**config.mk**
```make
export PLATFORM = sky130hd
export DESIGN_NAME = fhr_recall
export DESIGN_NICKNAME = d
export VERILOG_FILES = /design/src/fhr_pkg.sv /design/src/fhr_button.sv /design/src/fhr_recall.sv
export VERILOG_INCLUDE_DIRS = /design/src
export SDC_FILE = /design/constraint.sdc
export NUM_CORES = 1
export LEC_CHECK = 0
export BUFFER_PORTS_ARGS = -buffer_cell sky130_fd_sc_hd__clkbuf_2
export CORE_MARGIN = 2
export CORE_UTILIZATION = 30
export DETAILED_ROUTE_END_ITERATION = 12
export HOLD_SLACK_MARGIN = 0.02
export PLACE_DENSITY = 0.51
export SLEW_MARGIN = 30
export SYNTH_ARGS = -nofsm -noshare
export SYNTH_HDL_FRONTEND = slang
export SYNTH_SLANG_ARGS = --single-unit
```
**constraint.sdc**
```tcl
create_clock -name clk -period 3.2 [get_ports clk]
set_input_delay 0.64 -clock clk [delete_from_list [all_inputs] [get_ports clk]]
set_output_delay 0.64 -clock clk [all_outputs]
set_load 0.1 [all_outputs]
```
**src/fhr_defines.svh**
```systemverilog
// timing and encoding constants for the fault history recall block
`ifndef FHR_DEFINES_SVH
`define FHR_DEFINES_SVH

`define FHR_CLK_HZ        10000000
`define FHR_TICK_MS       10
`define FHR_TICK_CYCLES   (`FHR_CLK_HZ / 1000 * `FHR_TICK_MS)

// least times round up, longest times round down
`define FHR_TICKS_UP(ms)  (((ms) + `FHR_TICK_MS - 1) / `FHR_TICK_MS)
`define FHR_TICKS_DN(ms)  ((ms) / `FHR_TICK_MS)

`define FHR_SHOW_MIN_MS   2000
`define FHR_SHOW_MAX_MS   5000
`define FHR_CLR_MIN_MS    10000
`define FHR_CLR_MAX_MS    15000
`define FHR_NET_HOLD_MS   5000
`define FHR_DEB_MS        20
`define FHR_BLINK_MS      500
`define FHR_END_MS        2000
`define FHR_RX_MS         100
`define FHR_FLASH_ON_MS   250
`define FHR_FLASH_SLOT_MS 500
`define FHR_FLASH_SLOTS   4
`define FHR_DEFAULT_REPS  3

`define FHR_HIST_DEPTH    6
`define FHR_REPEAT_MAX    3
`define FHR_HOLD_W        12

`define FHR_SYM_DASH      5'h10
`define FHR_SYM_BLANK     5'h11
`define FHR_SYM_EIGHT     5'h08
`define FHR_SEG_DASH      7'h40
`define FHR_SEG_BLANK     7'h00

`endif

```
**src/fhr_pkg.sv**
```systemverilog
// types shared by the fault history recall block
package fhr_pkg;

  typedef enum logic [2:0] {
    ST_IDLE  = 3'b000,
    ST_HOLD  = 3'b001,
    ST_ABORT = 3'b010,
    ST_SHOW  = 3'b011,
    ST_STEP  = 3'b100,
    ST_END   = 3'b101,
    ST_CLEAR = 3'b110
  } fhr_state_t;

  typedef logic [7:0] fhr_code_t;
  typedef logic [4:0] fhr_sym_t;
  typedef logic [6:0] fhr_seg_t;
  typedef logic [11:0] fhr_hold_t;

endpackage : fhr_pkg

```
**src/fhr_button.sv**
```systemverilog
// push-button synchroniser, debouncer and hold timer
`timescale 1ns/1ps
`include "fhr_defines.svh"

module fhr_button (
  input  wire logic              clk,
  input  wire logic              rstn,
  input  wire logic              tick,
  input  wire logic              btnN,
  output logic                   pressed,
  output logic                   pressEdge,
  output logic                   releaseEdge,
  output fhr_pkg::fhr_hold_t     holdTicks
);
  import fhr_pkg::*;

  localparam logic [3:0] DEB_TICKS = 4'(`FHR_TICKS_UP(`FHR_DEB_MS));

  logic       syncA;
  logic       syncB;
  logic [3:0] debCnt;

  wire raw        = ~syncB;
  wire differ     = raw != pressed;
  wire flip       = differ && tick && (debCnt == DEB_TICKS - 4'h1);
  wire holdSat    = &holdTicks;

  always_ff @(posedge clk) begin
    if (!rstn) begin
      syncA <= 1'b1;
      syncB <= 1'b1;
    end else begin
      syncA <= btnN;
      syncB <= syncA;
    end
  end

  // stable for the debounce time before the level flips
  always_ff @(posedge clk) begin
    if (!rstn || !differ || flip)
      debCnt <= 4'h0;
    else if (tick)
      debCnt <= debCnt + 4'h1;
  end

  always_ff @(posedge clk) begin
    if (!rstn) begin
      pressed     <= 1'b0;
      pressEdge   <= 1'b0;
      releaseEdge <= 1'b0;
    end else begin
      pressed     <= flip ? raw : pressed;
      pressEdge   <= flip && raw;
      releaseEdge <= flip && !raw;
    end
  end

  // hold time in ticks, saturating
  always_ff @(posedge clk) begin
    if (!rstn || !pressed)
      holdTicks <= '0;
    else if (tick && !holdSat)
      holdTicks <= holdTicks + 12'h001;
  end

endmodule : fhr_button

```
**src/fhr_recall.sv**
```systemverilog
// fault history recall, seven-segment display and network indicators
`timescale 1ns/1ps
`include "fhr_defines.svh"

// Behaviour
// - keep last six fault codes for recall
// - recall or clear only in idle, no demand
// - hold 2 to 5 s shows double dash
// - release in 2-5 s shows newest code
// - each press steps to next older code
// - after last code blink dash, then idle
// - hold 10 to 15 s blinks double dash
// - release in 10-15 s shows 88, clears
// - release before 2 s returns to idle
// - release in 5-10 s returns to idle
// - hold beyond 15 s abandons, keeps history
// - consecutive repeats shown at most three times
// - active fault code shown on display in idle
// - network button held over 5 s resets
// - red LED flashes network status patterns
// - green LED follows receive traffic
// - short press power-up, 5 s factory reset
// - red one flash fail, two flashes default
module fhr_recall #(
  parameter int unsigned TICK_CYCLES = `FHR_TICK_CYCLES
) (
  input  wire logic            clk,
  input  wire logic            rstn,
  input  wire logic            recallBtnN,
  input  wire logic            netBtnN,
  input  wire logic            demandPin,
  input  wire logic            faultValid,
  input  wire fhr_pkg::fhr_code_t faultCode,
  input  wire logic            faultActive,
  input  wire fhr_pkg::fhr_code_t activeCode,
  input  wire logic            commFail,
  input  wire logic            netRx,
  output fhr_pkg::fhr_seg_t    segTens,
  output fhr_pkg::fhr_seg_t    segOnes,
  output logic                 ledRed,
  output logic                 ledGreen,
  output logic                 netPowerUpReset,
  output logic                 netFactoryReset
);
  import fhr_pkg::*;

  localparam fhr_hold_t T_SHOW_MIN = 12'(`FHR_TICKS_UP(`FHR_SHOW_MIN_MS));
  localparam fhr_hold_t T_SHOW_MAX = 12'(`FHR_TICKS_DN(`FHR_SHOW_MAX_MS));
  localparam fhr_hold_t T_CLR_MIN  = 12'(`FHR_TICKS_UP(`FHR_CLR_MIN_MS));
  localparam fhr_hold_t T_CLR_MAX  = 12'(`FHR_TICKS_DN(`FHR_CLR_MAX_MS));
  localparam fhr_hold_t T_NET      = 12'(`FHR_TICKS_DN(`FHR_NET_HOLD_MS));
  localparam logic [7:0] T_BLINK   = 8'(`FHR_TICKS_DN(`FHR_BLINK_MS));
  localparam logic [7:0] T_END     = 8'(`FHR_TICKS_DN(`FHR_END_MS));
  localparam logic [3:0] T_RX      = 4'(`FHR_TICKS_UP(`FHR_RX_MS));
  localparam logic [5:0] T_ON      = 6'(`FHR_TICKS_DN(`FHR_FLASH_ON_MS));
  localparam logic [5:0] T_SLOT    = 6'(`FHR_TICKS_DN(`FHR_FLASH_SLOT_MS));
  localparam logic [1:0] N_SLOTS   = 2'(`FHR_FLASH_SLOTS - 1);
  localparam logic [1:0] N_REPS    = 2'(`FHR_DEFAULT_REPS);
  localparam logic [2:0] DEPTH     = 3'(`FHR_HIST_DEPTH);
  localparam logic [1:0] REP_MAX   = 2'(`FHR_REPEAT_MAX);

  function automatic fhr_seg_t segOf(input fhr_sym_t sym);
    fhr_seg_t seg;
    seg = `FHR_SEG_BLANK;
    unique case (sym)
      5'h00: seg = 7'h3f;
      5'h01: seg = 7'h06;
      5'h02: seg = 7'h5b;
      5'h03: seg = 7'h4f;
      5'h04: seg = 7'h66;
      5'h05: seg = 7'h6d;
      5'h06: seg = 7'h7d;
      5'h07: seg = 7'h07;
      5'h08: seg = 7'h7f;
      5'h09: seg = 7'h6f;
      5'h0a: seg = 7'h77;
      5'h0b: seg = 7'h7c;
      5'h0c: seg = 7'h39;
      5'h0d: seg = 7'h5e;
      5'h0e: seg = 7'h79;
      5'h0f: seg = 7'h71;
      `FHR_SYM_DASH: seg = `FHR_SEG_DASH;
      default: seg = `FHR_SEG_BLANK;
    endcase
    return seg;
  endfunction : segOf

  // ---- tick, input sync ----
  logic [16:0] tickCnt;
  logic        tick;
  logic        demandA;
  logic        demandB;

  wire tickWrap = tickCnt == 17'(TICK_CYCLES - 1);

  always_ff @(posedge clk) begin
    if (!rstn || tickWrap)
      tickCnt <= 17'h00000;
    else
      tickCnt <= tickCnt + 17'h00001;
  end

  always_ff @(posedge clk) begin
    if (!rstn) begin
      tick    <= 1'b0;
      demandA <= 1'b0;
      demandB <= 1'b0;
    end else begin
      tick    <= tickWrap;
      demandA <= demandPin;
      demandB <= demandA;
    end
  end

  // ---- buttons ----
  logic      recPressed;
  logic      recPress;
  logic      recRelease;
  fhr_hold_t recHold;
  logic      netPressed;
  logic      netRelease;
  fhr_hold_t netHold;

  fhr_button u_recall_btn (
    .clk         (clk),
    .rstn        (rstn),
    .tick        (tick),
    .btnN        (recallBtnN),
    .pressed     (recPressed),
    .pressEdge   (recPress),
    .releaseEdge (recRelease),
    .holdTicks   (recHold)
  );

  fhr_button u_net_btn (
    .clk         (clk),
    .rstn        (rstn),
    .tick        (tick),
    .btnN        (netBtnN),
    .pressed     (netPressed),
    .pressEdge   (),
    .releaseEdge (netRelease),
    .holdTicks   (netHold)
  );

  // ---- blink and state timers ----
  logic [7:0] blinkCnt;
  logic       blinkOn;
  logic [7:0] stateTicks;
  fhr_state_t state;
  fhr_state_t next_state;

  wire blinkWrap = tick && (blinkCnt == T_BLINK - 8'h01);
  wire endWrap   = tick && (stateTicks == T_END - 8'h01);

  always_ff @(posedge clk) begin
    if (!rstn) begin
      blinkCnt <= 8'h00;
      blinkOn  <= 1'b1;
    end else if (blinkWrap) begin
      blinkCnt <= 8'h00;
      blinkOn  <= ~blinkOn;
    end else if (tick) begin
      blinkCnt <= blinkCnt + 8'h01;
    end
  end

  always_ff @(posedge clk) begin
    if (!rstn || next_state != state)
      stateTicks <= 8'h00;
    else if (tick)
      stateTicks <= stateTicks + 8'h01;
  end

  // ---- history ----
  fhr_code_t  hist [`FHR_HIST_DEPTH];
  logic [2:0] histCnt;
  logic [2:0] idx;
  logic [1:0] runLen;
  fhr_code_t  shown;

  wire inShow  = recHold >= T_SHOW_MIN && recHold < T_SHOW_MAX;
  wire inClr   = recHold >= T_CLR_MIN && recHold < T_CLR_MAX;
  wire overMax = recHold >= T_CLR_MAX;
  wire clearNow = state == ST_HOLD && recRelease && inClr;

  wire fhr_code_t curEntry = (idx < DEPTH) ? hist[idx] : 8'h00;
  wire stepDone = idx >= histCnt;
  wire sameCode = curEntry == shown;
  wire stepSkip = !stepDone && sameCode && runLen == REP_MAX;
  wire showNext = state == ST_STEP && !stepDone && !stepSkip;

  // new fault shifts in; a fault in the clear cycle survives
  always_ff @(posedge clk) begin
    if (!rstn)
      hist[0] <= 8'h00;
    else if (faultValid)
      hist[0] <= faultCode;
  end

  genvar gi;
  generate
    for (gi = 1; gi < `FHR_HIST_DEPTH; gi++) begin : g_hist
      always_ff @(posedge clk) begin
        if (!rstn)
          hist[gi] <= 8'h00;
        else if (faultValid)
          hist[gi] <= hist[gi-1];
      end
    end
  endgenerate

  always_ff @(posedge clk) begin
    if (!rstn)
      histCnt <= 3'h0;
    else if (faultValid && clearNow)
      histCnt <= 3'h1;
    else if (clearNow)
      histCnt <= 3'h0;
    else if (faultValid && histCnt != DEPTH)
      histCnt <= histCnt + 3'h1;
  end

  // ---- recall sequencer ----
  always_comb begin
    next_state = state;
    unique case (state)
      ST_IDLE:
        if (recPress && !demandB)
          next_state = ST_HOLD;
      ST_HOLD:
        if (recRelease) begin
          if (inShow)
            next_state = (histCnt == 3'h0) ? ST_END : ST_SHOW;
          else if (inClr)
            next_state = ST_CLEAR;
          else
            next_state = ST_IDLE;
        end else if (overMax) begin
          next_state = ST_ABORT;
        end
      ST_ABORT:
        if (!recPressed)
          next_state = ST_IDLE;
      ST_SHOW:
        if (recPress)
          next_state = ST_STEP;
      ST_STEP:
        if (stepDone)
          next_state = ST_END;
        else if (!stepSkip)
          next_state = ST_SHOW;
      ST_END:
        if (endWrap)
          next_state = ST_IDLE;
      ST_CLEAR:
        if (endWrap)
          next_state = ST_IDLE;
      default:
        next_state = ST_IDLE;
    endcase
  end

  wire enterFirst = state == ST_HOLD && next_state == ST_SHOW;
  wire advance = (state == ST_SHOW && recPress) ||
                 (state == ST_STEP && stepSkip);

  always_ff @(posedge clk) begin
    if (!rstn)
      state <= ST_IDLE;
    else
      state <= next_state;
  end

  always_ff @(posedge clk) begin
    if (!rstn || state == ST_IDLE || state == ST_HOLD)
      idx <= 3'h0;
    else if (advance)
      idx <= idx + 3'h1;
  end

  always_ff @(posedge clk) begin
    if (!rstn) begin
      shown  <= 8'h00;
      runLen <= 2'h0;
    end else if (enterFirst) begin
      shown  <= hist[0];
      runLen <= 2'h1;
    end else if (showNext) begin
      shown  <= curEntry;
      runLen <= sameCode ? runLen + 2'h1 : 2'h1;
    end
  end

  // ---- display ----
  fhr_sym_t next_tens;
  fhr_sym_t next_ones;

  always_comb begin
    next_tens = `FHR_SYM_BLANK;
    next_ones = `FHR_SYM_BLANK;
    unique case (state)
      ST_IDLE:
        if (faultActive) begin
          next_tens = {1'b0, activeCode[7:4]};
          next_ones = {1'b0, activeCode[3:0]};
        end
      ST_HOLD:
        if (inShow || (inClr && blinkOn)) begin
          next_tens = `FHR_SYM_DASH;
          next_ones = `FHR_SYM_DASH;
        end
      ST_SHOW, ST_STEP: begin
        next_tens = {1'b0, shown[7:4]};
        next_ones = {1'b0, shown[3:0]};
      end
      ST_END:
        if (blinkOn) begin
          next_tens = `FHR_SYM_DASH;
          next_ones = `FHR_SYM_DASH;
        end
      ST_CLEAR: begin
        next_tens = `FHR_SYM_EIGHT;
        next_ones = `FHR_SYM_EIGHT;
      end
      default: begin
        next_tens = `FHR_SYM_BLANK;
        next_ones = `FHR_SYM_BLANK;
      end
    endcase
  end

  always_ff @(posedge clk) begin
    if (!rstn) begin
      segTens <= `FHR_SEG_BLANK;
      segOnes <= `FHR_SEG_BLANK;
    end else begin
      segTens <= segOf(next_tens);
      segOnes <= segOf(next_ones);
    end
  end

  // ---- network button ----
  logic factoryFired;

  wire factoryHit = netPressed && !factoryFired && netHold > T_NET;

  always_ff @(posedge clk) begin
    if (!rstn) begin
      factoryFired    <= 1'b0;
      netPowerUpReset <= 1'b0;
      netFactoryReset <= 1'b0;
    end else begin
      factoryFired    <= netPressed && (factoryFired || factoryHit);
      netPowerUpReset <= netRelease && !factoryFired;
      netFactoryReset <= factoryHit;
    end
  end

  // ---- red status LED ----
  logic [5:0] flashSub;
  logic [1:0] flashSlot;
  logic [1:0] defaultReps;

  wire subWrap    = tick && flashSub == T_SLOT - 6'h01;
  wire periodWrap = subWrap && flashSlot == N_SLOTS;
  wire [2:0] flashN = (defaultReps != 2'h0) ? 3'h2 :
                      commFail ? 3'h1 : 3'h0;

  always_ff @(posedge clk) begin
    if (!rstn || factoryHit) begin
      flashSub  <= 6'h00;
      flashSlot <= 2'h0;
    end else if (subWrap) begin
      flashSub  <= 6'h00;
      flashSlot <= flashSlot + 2'h1;
    end else if (tick) begin
      flashSub  <= flashSub + 6'h01;
    end
  end

  always_ff @(posedge clk) begin
    if (!rstn || factoryHit)
      defaultReps <= N_REPS;
    else if (periodWrap && defaultReps != 2'h0)
      defaultReps <= defaultReps - 2'h1;
  end

  // ---- LEDs ----
  logic [3:0] rxStretch;

  always_ff @(posedge clk) begin
    if (!rstn)
      rxStretch <= 4'h0;
    else if (netRx)
      rxStretch <= T_RX;
    else if (tick && rxStretch != 4'h0)
      rxStretch <= rxStretch - 4'h1;
  end

  always_ff @(posedge clk) begin
    if (!rstn) begin
      ledRed   <= 1'b0;
      ledGreen <= 1'b0;
    end else begin
      ledRed   <= ({1'b0, flashSlot} < flashN) && flashSub < T_ON;
      ledGreen <= rxStretch != 4'h0;
    end
  end

endmodule : fhr_recall

```
# ---- Yosys cells after proc, flatten, opt, wreduce, memory -nomap -nowiden
# Memory sizes are Yosys's and may differ from the RTL's. A register that Yosys moved wholly into a read port is not among the register bits.
# Index checks and enable logic that the tools add are counted.
dict set report op_classes {
  n_addsub 14
  order_cmp 10
  eq_ne 20
  mux 43
  bitwise_logic 10
  n_reduce_logical 78
}
# operator count
set ops {}
lappend ops {{two-way mux 8 bit} 9}
lappend ops {{case mux 5 bit (5 select lines)} 2}
lappend ops {{two-way mux 3 bit} 13}
lappend ops {{logical AND 1 bit} 35}
lappend ops {{adder 12 x 1 -> 12 bit, second input constant} 2}
lappend ops {{AND reduction 12 bit} 2}
lappend ops {{case mux 3 bit (6 select lines)} 1}
lappend ops {{adder 17 x 1 -> 17 bit, second input constant} 1}
lappend ops {{equality test 17 bit, second input constant} 1}
lappend ops {{adder 8 x 1 -> 8 bit, second input constant} 2}
lappend ops {{logical OR 1 bit} 14}
lappend ops {{logical NOT 1 bit} 13}
lappend ops {{greater-or-equal comparator 12 x 10 -> 1 bit, second input constant} 1}
lappend ops {{greater-or-equal comparator 12 x 11 -> 1 bit, second input constant} 1}
lappend ops {{greater-or-equal comparator 12 x 8 -> 1 bit, second input constant} 1}
lappend ops {{greater-than comparator 12 x 9 -> 1 bit, second input constant} 1}
lappend ops {{< comparator 12 x 11 -> 1 bit, second input constant} 1}
lappend ops {{< comparator 12 x 9 -> 1 bit, second input constant} 1}
lappend ops {{two-way mux 1 bit} 12}
lappend ops {{OR reduction 2 bit} 6}
lappend ops {{two-way mux 5 bit} 2}
lappend ops {{equality test 3 x 2 -> 1 bit, second input constant} 3}
lappend ops {{equality test 3 bit, second input constant} 3}
lappend ops {{adder 4 x 1 -> 4 bit, second input constant} 2}
lappend ops {{other kinds (28)} 46}
dict set report totals {
  reg_bits 116
  mem_bits_rw 48
  mem_bits_ro 448
  inputBits 25
  output_inout_bits 18
  elab_cells 215
  memories 3
}
# name depth width rd rd_clocked_by_memory_dff wr line
set memory_table {}
lappend memory_table {{(name not given)} 32 7 1 1 0 fhr_recall.sv:65} ;# unique case (sym)
lappend memory_table {{(name not given)} 32 7 1 1 0 fhr_recall.sv:65}
lappend memory_table {hist 6 8 6 1 6 fhr_recall.sv:176} ;# fhr_code_t hist [`FHR_HIST_DEPTH];

# ---- Longest topological paths before layout
# Gate-level depths: netlist of run 1.
dict set report depth {
  depth_word 11
  mapped_depth 13
}

# ---- By module
# A second synthesis of run 1 with hierarchy kept.
dict set report hier_totals {
  cells_unflattened 961
  area_unflattened_um2 9148.8
}
# module instances cells_per_inst area_per_inst_um2 seq_area_each_um2
set by_module_without_submodules {}
lappend by_module_without_submodules {fhr_recall 1 759 7262.0 3283.1}
lappend by_module_without_submodules {fhr_button 2 101 943.4 420.4}

# ---- Worst setup path before layout of run 1
# No wires, ideal clock.
dict set report synth_path {
  path_type {register to register}
  start {register u_recall_btn.holdTicks[5]}
  end {register segOnes[3]}
  arrival_time_ps 2644
  required_ps 3135
  setup_slack_ps 491
  stages_incl_launch_ff 12
  n_path_buf 1
  synth_period_minus_slack_ps 2709
  path_cell_list {dfxtp_1 -> buf_2 -> nand4_1 -> nor4_1 -> a32oi_2 -> o211ai_1 -> nand2_1 -> a221oi_1 -> inv_1 -> ha_1 -> mux4_2 -> nor2_1}
}
dict set report synth_via {
  elab_chain_len 6
}
# element line
set synth_rtl {}
lappend synth_rtl {{start: declaration} fhr_button.sv:13} ;# output fhr_pkg::fhr_hold_t holdTicks
lappend synth_rtl {{start signal: assignment} fhr_button.sv:63} ;# holdTicks <= holdTicks + 12'h001;
lappend synth_rtl {{greater-or-equal comparator 12 x 10 -> 1 bit or < comparator 12 x 11 -> 1 bit (tied branches)} fhr_recall.sv:183} ;# wire inClr = recHold >= T_CLR_MIN && recHold < T_CLR_MAX;
lappend synth_rtl {{logical AND 1 bit} fhr_recall.sv:183}
lappend synth_rtl {{logical AND 1 bit} fhr_recall.sv:309} ;# if (inShow || (inClr && blinkOn)) begin
lappend synth_rtl {{logical OR 1 bit *} fhr_recall.sv:309}
lappend synth_rtl {{two-way mux 1 bit *} fhr_recall.sv:309}
lappend synth_rtl {{case mux 5 bit (5 select lines) *} fhr_recall.sv:302} ;# unique case (state)
lappend synth_rtl {{end: declaration} fhr_recall.sv:39} ;# output fhr_pkg::fhr_seg_t segOnes,
# Mark *: on every way between the ends. The rest lies on a longest branch, timed or not.
# A chain may end at the register's enable or synchronous reset.

# ---- Worst setup path after layout of run 1
# Same ends and word-level chain as after synthesis.

==> impl_metrics.json, run 1 <==
{
  "vias": 6479,
  "dp_cells": 1343,
  "grt_max_degree": 58,
  "clockBufferDepth": 2,
  "arrival_ns": 3.26,
  "cts_resized": 0,
  "nFillCells": 3032,
  "antenna_found_initial": 0,
  "crit_path_max_fanout": 8,
  "finalClockSkew_ns": 0.009086,
  "gr-total-overflow": 0,
  "ys_ff_latch": 181,
  "synth_top_area_cell": "dfxtp_1",
  "core_region_area_um2": 29480,
  "start_util": 0.3025,
  "syn_area_um2": 8917,
  "die_height_um": 176.4,
  "wl_per_cell_um": 13.58,
  "synth_top_area_share": 0.2986,
  "die_area_um2": 31120,
  "p_per_area_nw_per_um2": 481.7,
  "cts_setup_buffers": 0,
  "io-pin-count": 43,
  "hp-class": "in2reg",
  "drive_gt1_frac": 0.1168,
  "syn_avg_cell_area_um2": 9.497,
  "viasPerCell": 4.712,
  "finalWeightedCongestion": 0.7747,
  "cts_tree": "done",
  "hold_buffers": 0,
  "status": "complete, no violations",
  "cts_buffers": 17,
  "hold_violations": 0,
  "fmax_mhz": 345.3,
  "relSlewSlack": 0.4644,
  "yosysUniqueCellTypes": 71,
  "pwr-share-seq": 0.507,
  "finalMaxSlewViolations": 0,
  "synthFlopType": "dfxtp_1",
  "clkPwrFrac": 0.417,
  "cp-end-kind": "flop",
  "internal-power_uw": 3654,
  "dp_hpwl_um": 13030,
  "root_buffer": "clkbuf_16",
  "path_clk_slew_ns": 0.07,
  "p_comb_frac": 0.076,
  "synthTopCellsByArea": "dfxtp_1 30%, edfxtp_1 16%, ha_1 5.8%, nor2_1 5.2%, mux2i_1 4.5%",
  "dpl_cell_area_um2": 9478,
  "min_period_ns": 2.896,
  "yosysMostFrequentCell": "dfxtp_1",
  "netlist_top_cells_count": "133 x dfxtp_1, 123 x nor2_1, 80 x nand2_1",
  "nets": 1038,
  "final_cell_area_um2": 10050,
  "grt_use_total": 0.1251,
  "port_buffers": 42,
  "cts_sinks": 181,
  "ir_drop_v": 0.0003497,
  "grt_setup_unrepaired": "false",
  "finalSetupTns_ns": 0,
  "start_kind": "flop",
  "num_antenna_cells": 0,
  "ys_seq_area_frac": 0.4602,
  "routed_wl_um": 18670,
  "async_flop_share": 0,
  "leakage_uw": 0.003868,
  "synth_edf_count": 48,
  "p_switching_uw": 1188,
  "switching_share": 0.2453,
  "num_rows": 63,
  "setup_viol": 0,
  "syn-instance-count": 939,
  "area_growth_pct": 12.71,
  "criticalPathCategory": "reg2reg",
  "required_ns": 3.56,
  "synth.net_count": 1005,
  "drc": 0,
  "clkLatencyLatePin_ns": 0.43,
  "grt_pass1_wl_um": 31390,
  "worstMarginPinSlew_ns": 0.8033,
  "drtAntennaViolNets": 0,
  "period_share": 0.9049,
  "ys_warn_count": 0,
  "die_x_um": 176.4,
  "firstDrtPassIters": 5,
  "maxCapViolCount": 0,
  "grt_pass1_vias": 6158,
  "instances_no_fill": 1375,
  "htreeDepth": 4,
  "drt_iter0_markers": 422
}
==> worst paths after layout <==
check	cells past startpoint	to	start	slack, ns
worst max-delay path	10	segOnes[3]	u_recall_btn.holdTicks[5]	0.30
worst min-delay path	2	u_net_btn.syncA	netBtnN	0.39
worst max register to register	10	segOnes[3]	u_recall_btn.holdTicks[5]	0.30
worst min register to register	1	u_recall_btn.syncB	u_recall_btn.syncA	0.41
==> sequential cells by signal (all words and copies together) (netlist names), 3 cells and up, named ones only <==
name / flops
hist: 48
tickCnt: 17
u_net_btn.holdTicks: 12
u_recall_btn.holdTicks: 12
blinkCnt: 8
shown: 8
stateTicks: 8
segOnes: 7
segTens: 7
flashSub: 6
rxStretch: 4
u_net_btn.debCnt: 4
u_recall_btn.debCnt: 4
histCnt: 3
idx: 3
state: 3
==> layer usage <==
metal	global-route usage	up-vias	routed length (um)
met4	0.04132	0	221
met1	0.1754	3013	9707
met2	0.1931	74	8220
met5	0	-	0
met3	0.02390	15	517
li1	-	3377	-
==> critical path, cell delays in order, from the launching register on <==
cell and delay [ns]:
dfxtp_1 0.48, nand4_1 0.18, nor4_1 0.30, a32oi_2 0.13, o211ai_1 0.26, nand2_1 0.11, a221oi_1 0.34, inv_1 0.15
ha_1 0.34, mux4_2 0.45, nor2_1 0.09
==> per-stage QoR <==
stage / hold slack, ns / setup WS [ns] / util / power [uW]
after floorplan: 0.3863 / 0.4914 / - / 2777
after global placement: 0.4143 / 0.3571 / 0.3215 / 2876
after detailed placement: 0.3991 / 0.2900 / 0.3215 / 2876
after CTS: 0.3756 / 0.2987 / 0.3409 / 4914
after global routing: 0.3789 / 0.02954 / 0.3409 / 5029
final: 0.3925 / 0.3042 / 0.3409 / 4842
==> area by class of cell <==
class	instances	area (um2)	area share
clock buffer	22	506.7	0.05042
clock inverter	10	66.31	0.006598
inverter	34	127.6	0.01270
multi-input combinational	682	4431	0.4408
sequential	181	4104	0.4083
tap	390	488.0	0.04855
timing repair buffer	56	327.8	0.03262
==> logic make-up after synthesis <==
| logic type | after synthesis | synth area share |
|---|---|---|
| AOI/OAI and AO/OA | 155 | 0.1141 |
| xor gates and xnor gates | 67 | 0.06581 |
| adders and majority gates | 41 | 0.05753 |
| buffers and inverters | 76 | 0.04321 |
| DFF | 181 | 0.4602 |
| muxes | 41 | 0.04742 |
| and+or+nand+nor | 378 | 0.2117 |
==> power groups by stage <==
stage          Sequential (uW)  Clock, uW  Combinational [uW]
6_report                  2450       2020                 369
5_1_grt                   2460       2160                 404
4_1_cts                   2450       2090                 372
3_5_place_dp              2510          0                 371
3_3_place_gp              2510          0                 369
2_1_floorplan             2590          0                 184
==> placed cells by master (no fill, tap or decap), drive strengths merged, types with 5 or more instances in the layout <==
cell / netlist / layout
and3: 66 / 66
nand3: 19 / 19
xor2: 41 / 41
nor3: 15 / 15
a31oi: 8 / 8
a22o: 5 / 5
nand4: 20 / 20
a221oi: 5 / 5
a21oi: 53 / 53
clkbuf: 28 / 64
mux2i: 40 / 40
a22oi: 9 / 9
xnor2: 26 / 26
inv: 34 / 36
a211oi: 10 / 10
nor4b: 6 / 6
nand2b: 8 / 8
dfxtp: 133 / 133
and2: 14 / 14
edfxtp: 48 / 48
clkinv: 0 / 8
buf: 14 / 14
nand2: 80 / 80
o21ai: 34 / 34
or3: 8 / 8
nor2: 124 / 124
ha: 41 / 41
(Power assumes the default switching activity.)
==> run 2: changes to the inputs <==
--- a/config.mk
+++ b/config.mk
@@ -12,6 +12,7 @@
 export DETAILED_ROUTE_END_ITERATION = 12
 export HOLD_SLACK_MARGIN = 0.02
 export PLACE_DENSITY = 0.51
+export RECOVER_POWER = 25
 export SLEW_MARGIN = 30
 export SYNTH_ARGS = -nofsm -noshare
 export SYNTH_HDL_FRONTEND = slang
==> impl_metrics.json, run 2 (synthesized netlist as in run 1, its figures left out) <==
{
  "status": "complete, no violations",
  "cp-end-kind": "flop",
  "finalMaxSlewViolations": 0,
  "cts_tree": "done",
  "nets": 1038,
  "drtAntennaViolNets": 0,
  "wl_per_cell_um": 13.60,
  "p_comb_frac": 0.076,
  "layout_commonest_cell": "dfxtp_1",
  "path_clk_slew_ns": 0.07,
  "viasPerCell": 4.699,
  "gr-total-overflow": 0,
  "required_ns": 3.56,
  "clkPwrFrac": 0.418,
  "wl_met3_um": 453,
  "hold_violations": 0,
  "min_period_ns": 2.862,
  "start_util": 0.3025,
  "finalWeightedCongestion": 0.7747,
  "period_share": 0.8944,
  "cts_sinks": 181,
  "wl_met1_um": 9851,
  "root_buffer": "clkbuf_16",
  "clockBufferDepth": 2,
  "num_rows": 63,
  "port_buffers": 42,
  "wl_met2_um": 8197,
  "maxUsedRoutingLayer": "met4",
  "drt_iter0_markers": 432,
  "worstMarginPinSlew_ns": 0.9859,
  "drc": 0,
  "io-pin-count": 43,
  "routed_wl_um": 18700,
  "grt_pass1_wl_um": 31390,
  "grt_use_total": 0.1251,
  "start_kind": "flop",
  "finalClockSkew_ns": 0.008815,
  "p_switching_uw": 1192,
  "criticalPathCategory": "reg2reg",
  "dp_hpwl_um": 13030,
  "leakage_uw": 0.003861,
  "crit_path_max_fanout": 8,
  "die_x_um": 176.4,
  "firstDrtPassIters": 4,
  "ir_drop_v": 0.0003490,
  "fmax_mhz": 349.4,
  "cts_setup_buffers": 0,
  "max_stage_delay_ns": 0.47,
  "cts_resized": 0,
  "p_per_area_nw_per_um2": 482.4,
  "antenna_found_initial": 0,
  "cpMaxStageDelayCell": "dfxtp_1",
  "arrival_ns": 3.22,
  "grt_pass1_vias": 6158,
  "relSlewSlack": 0.3427,
  "largest_reg_flops": 48,
  "cp_cell_sequence": "nand4_1, nor4_1, a32oi_2, o211ai_1, nand2_1, a221oi_1, inv_1, ha_1, mux4_2, nor2_1",
  "grt_setup_unrepaired": "false",
  "maxCapViolCount": 0,
  "setup_viol": 0,
  "clkLatencyLatePin_ns": 0.43,
  "vias": 6461,
  "htreeDepth": 4,
  "hp-class": "in2reg",
  "internal-power_uw": 3653,
  "num_antenna_cells": 0,
  "finalSetupTns_ns": 0,
  "die_height_um": 176.4,
  "regMostFlops": "hist",
  "hold_buffers": 0,
  "core_region_area_um2": 29480,
  "top_regs": "hist (48), tickCnt (17)",
  "die_area_um2": 31120,
  "mostFrequentLayoutCells": "133 x dfxtp_1, 123 x nor2_1, 80 x nand2_1",
  "pwr-share-seq": 0.506,
  "drive_gt1_frac": 0.1137,
  "fin_util": 0.3407,
  "switching_share": 0.2460,
  "cts_buffers": 17,
  "area_growth_pct": 12.63,
  "grt_max_degree": 58
}
-- run 2: per-layer routing --
| metal | global-route usage | up-vias |
|---|---|---|
| met5 | 0 | - |
| met4 | 0.04132 | 0 |
| met3 | 0.02390 | 11 |
| met2 | 0.1931 | 65 |
| met1 | 0.1754 | 3003 |
| li1 | - | 3382 |
-- run 2: layout make-up --
cell class / instances / area (um2)
flip-flops and latches: 181 / 4104
well taps: 390 / 488.0
repair buffers: 56 / 320.3
multi-input cells: 682 / 4431
clock buffers: 22 / 506.7
fillers: 3036 / 19440
inverters: 34 / 127.6
clock inverters: 10 / 66.31
-- run 2: power groups by stage --
stage	logic [uW]	registers (uW)	clock network, uW
finish	368	2450	2020
global route	403	2460	2160
CTS	372	2450	2090
detailed placement	371	2510	0
global placement	369	2510	0
floorplan	184	2590	0
-- run 2: worst max-delay path: cells and delay by family (launching register included) --
kind | cells | cell delay, ns
muxes | 1 | 0.45
DFF | 1 | 0.47
adders and majority gates | 1 | 0.34
AOI/OAI and AO/OA | 3 | 0.72
buffers and inverters | 1 | 0.15
and+or+nand+nor | 4 | 0.66
-- run 2: worst paths after layout --
kind         slack (ns)            endpoint  depth (start not counted)                 startpoint
max reg2reg        0.34          segOnes[3]                         10  u_recall_btn.holdTicks[5]
min                0.39     u_net_btn.syncA                          2                    netBtnN
min reg2reg        0.41  u_recall_btn.syncB                          1         u_recall_btn.syncA
max                0.34          segOnes[3]                         10  u_recall_btn.holdTicks[5]
-- run 2: per-stage QoR --
step | std cells | setup WS [ns] | cell area [um2] | hold WS (ns) | total power, uW
2_1_floorplan | 939 | 0.4914 | 8917 | 0.3863 | 2777
3_3_place_gp | 1343 | 0.3571 | 9478 | 0.4143 | 2876
3_5_place_dp | 1343 | 0.2900 | 9478 | 0.3991 | 2876
4_1_cts | 1375 | 0.2987 | 10050 | 0.3756 | 4914
5_1_grt | 1375 | 0.02451 | 10040 | 0.3789 | 5028
6_report | 1375 | 0.3379 | 10040 | 0.3928 | 4845
==> run 3: changes to the inputs <==
--- a/config.mk
+++ b/config.mk
@@ -7,13 +7,15 @@
 export NUM_CORES = 1
 export LEC_CHECK = 0
 export BUFFER_PORTS_ARGS = -buffer_cell sky130_fd_sc_hd__clkbuf_2
+export CORE_ASPECT_RATIO = 0.7
 export CORE_MARGIN = 2
-export CORE_UTILIZATION = 30
+export CORE_UTILIZATION = 40
 export DETAILED_ROUTE_END_ITERATION = 12
 export HOLD_SLACK_MARGIN = 0.02
-export PLACE_DENSITY = 0.51
+export PLACE_DENSITY = 0.62
 export RECOVER_POWER = 25
 export SLEW_MARGIN = 30
 export SYNTH_ARGS = -nofsm -noshare
 export SYNTH_HDL_FRONTEND = slang
+export SYNTH_HIERARCHICAL = 1
 export SYNTH_SLANG_ARGS = --single-unit
==> impl_metrics.json, run 3 <==
{
  "core_region_area_um2": 22500,
  "htreeDepth": 4,
  "synth.net_count": 1022,
  "grt_pass1_wl_um": 32590,
  "nFillCells": 2141,
  "criticalPathCategory": "reg2reg",
  "largest_reg_flops": 48,
  "root_buffer": "clkbuf_16",
  "io-pin-count": 43,
  "syn-instance-count": 958,
  "dp_hpwl_um": 13970,
  "start_util": 0.4052,
  "top_regs": "hist (48), tickCnt (17)",
  "drc": 0,
  "min_path_cells": 2,
  "grt_pass1_vias": 6299,
  "drive_gt1_frac": 0.1450,
  "p_comb_frac": 0.073,
  "ir_drop_v": 0.0004015,
  "area_growth_pct": 13.60,
  "cp-end-kind": "flop",
  "num_rows": 46,
  "drtAntennaViolNets": 0,
  "min_period_ns": 3.032,
  "leakage_uw": 0.004101,
  "vias": 7044,
  "syn_avg_cell_area_um2": 9.519,
  "syn_area_um2": 9119,
  "die_x_um": 184.5,
  "viasPerCell": 5.280,
  "finalWeightedCongestion": 0.8689,
  "regMostFlops": "hist",
  "gr-total-overflow": 0,
  "die_area_um2": 24040,
  "antenna_found_initial": 1,
  "grt_max_degree": 59,
  "wl_per_cell_um": 14.82,
  "setup_viol": 0,
  "cts_tree": "done",
  "port_buffers": 42,
  "period_share": 0.9475,
  "die_height_um": 130.3,
  "clkPwrFrac": 0.431,
  "maxCapViolCount": 0,
  "clockBufferDepth": 2,
  "hp-class": "in2reg",
  "firstDrtPassIters": 5,
  "crit_path_max_fanout": 9,
  "drt_iter0_markers": 522,
  "arrival_ns": 3.41,
  "internal-power_uw": 3716,
  "cts_resized": 1,
  "finalSetupTns_ns": 0,
  "path_clk_slew_ns": 0.07,
  "hold_violations": 0,
  "ys_warn_count": 6,
  "switching_share": 0.2478,
  "mostFrequentLayoutCells": "131 x dfxtp_1, 105 x nor2_1, 90 x nand2_1",
  "layout_commonest_cell": "dfxtp_1",
  "cts_setup_buffers": 0,
  "dpl_cell_area_um2": 9749,
  "nets": 1072,
  "routed_wl_um": 19780,
  "clkLatencyLatePin_ns": 0.44,
  "worstMarginPinSlew_ns": 1.244,
  "start_kind": "flop",
  "required_ns": 3.57,
  "cts_sinks": 181,
  "fmax_mhz": 329.8,
  "status": "complete, no violations",
  "p_switching_uw": 1224,
  "hold_buffers": 0,
  "final_cell_area_um2": 10360,
  "p_total_uw": 4940,
  "finalMaxSlewViolations": 0,
  "fin_util": 0.4603,
  "finalClockSkew_ns": 0.01270,
  "grt_setup_unrepaired": "false",
  "worst_r2r_path_depth": 10,
  "pwr-share-seq": 0.496,
  "relSlewSlack": 0.1707,
  "p_per_area_nw_per_um2": 476.9,
  "grt_use_total": 0.1708,
  "cts_buffers": 17
}
## run 3: cell count changes in the layout (fill, tap and decap cells not counted), moves of 16 or more
| cell | change |
|---|---|
| a21oi_1 | -28 |
| mux2i_1 | -20 |
| nand3_1 | +16 |
| nor2_1 | -18 |
## run 3: area by class of cell
class	instances	area (um2)	area share
Sequential cell	181	4106	0.3964
Antenna cell	1	2.502	0.0002416
Timing Repair Buffer	66	394.1	0.03805
Clock buffer	21	491.7	0.04747
Inverter	41	153.9	0.01486
Multi-Input combinational cell	701	4708	0.4545
Tap cell	312	390.4	0.03769
Clock inverter	11	111.4	0.01075
## run 3: through the flow
step | hold WS, ns | setup WS [ns] | instances
final | 0.3803 | 0.1680 | 1334
after global routing | 0.3715 | 0.01577 | 1333
after CTS | 0.3588 | 0.1147 | 1333
after detailed placement | 0.3937 | 0.0006375 | 1301
after global placement | 0.3909 | 0.05324 | 1301
after floorplan | 0.3863 | 0.2409 | 958
## run 3: worst paths after layout
path                        start               to  slack [ns]
setup / recovery             flop    stateTicks[0]        0.17
hold / removal            netBtnN  u_net_btn/syncA        0.38
setup reg to reg             flop    stateTicks[0]        0.17
hold reg to reg   u_net_btn/syncA  u_net_btn/syncB        0.41
## run 3: metal layers
layer | up-vias | wire (um) | track usage
met3 | 13 | 879 | 0.03852
met5 | - | 0 | 0
met2 | 140 | 8094 | 0.2399
met4 | 0 | 154 | 0.04612
li1 | 3544 | - | -
met1 | 3347 | 10650 | 0.2602
## run 3: power groups by stage
stage,logic [uW],clock network (uW),registers (uW)
after floorplan,181,0,2580
after global placement,352,0,2500
after detailed placement,357,0,2500
after CTS,360,2180,2450
after global routing,391,2290,2460
final,359,2130,2450
## run 3: worst max-delay path, stage by stage, from the launching register on
cell and delay, ns:
dfxtp_2 0.37, buf_4 0.18, mux2_2 0.34, mux4_2 0.53, nor4b_4 0.30, a21oi_2 0.08, a2111oi_4 0.29, buf_4 0.22
a21oi_2 0.08, or3_4 0.45, nor2_2 0.12
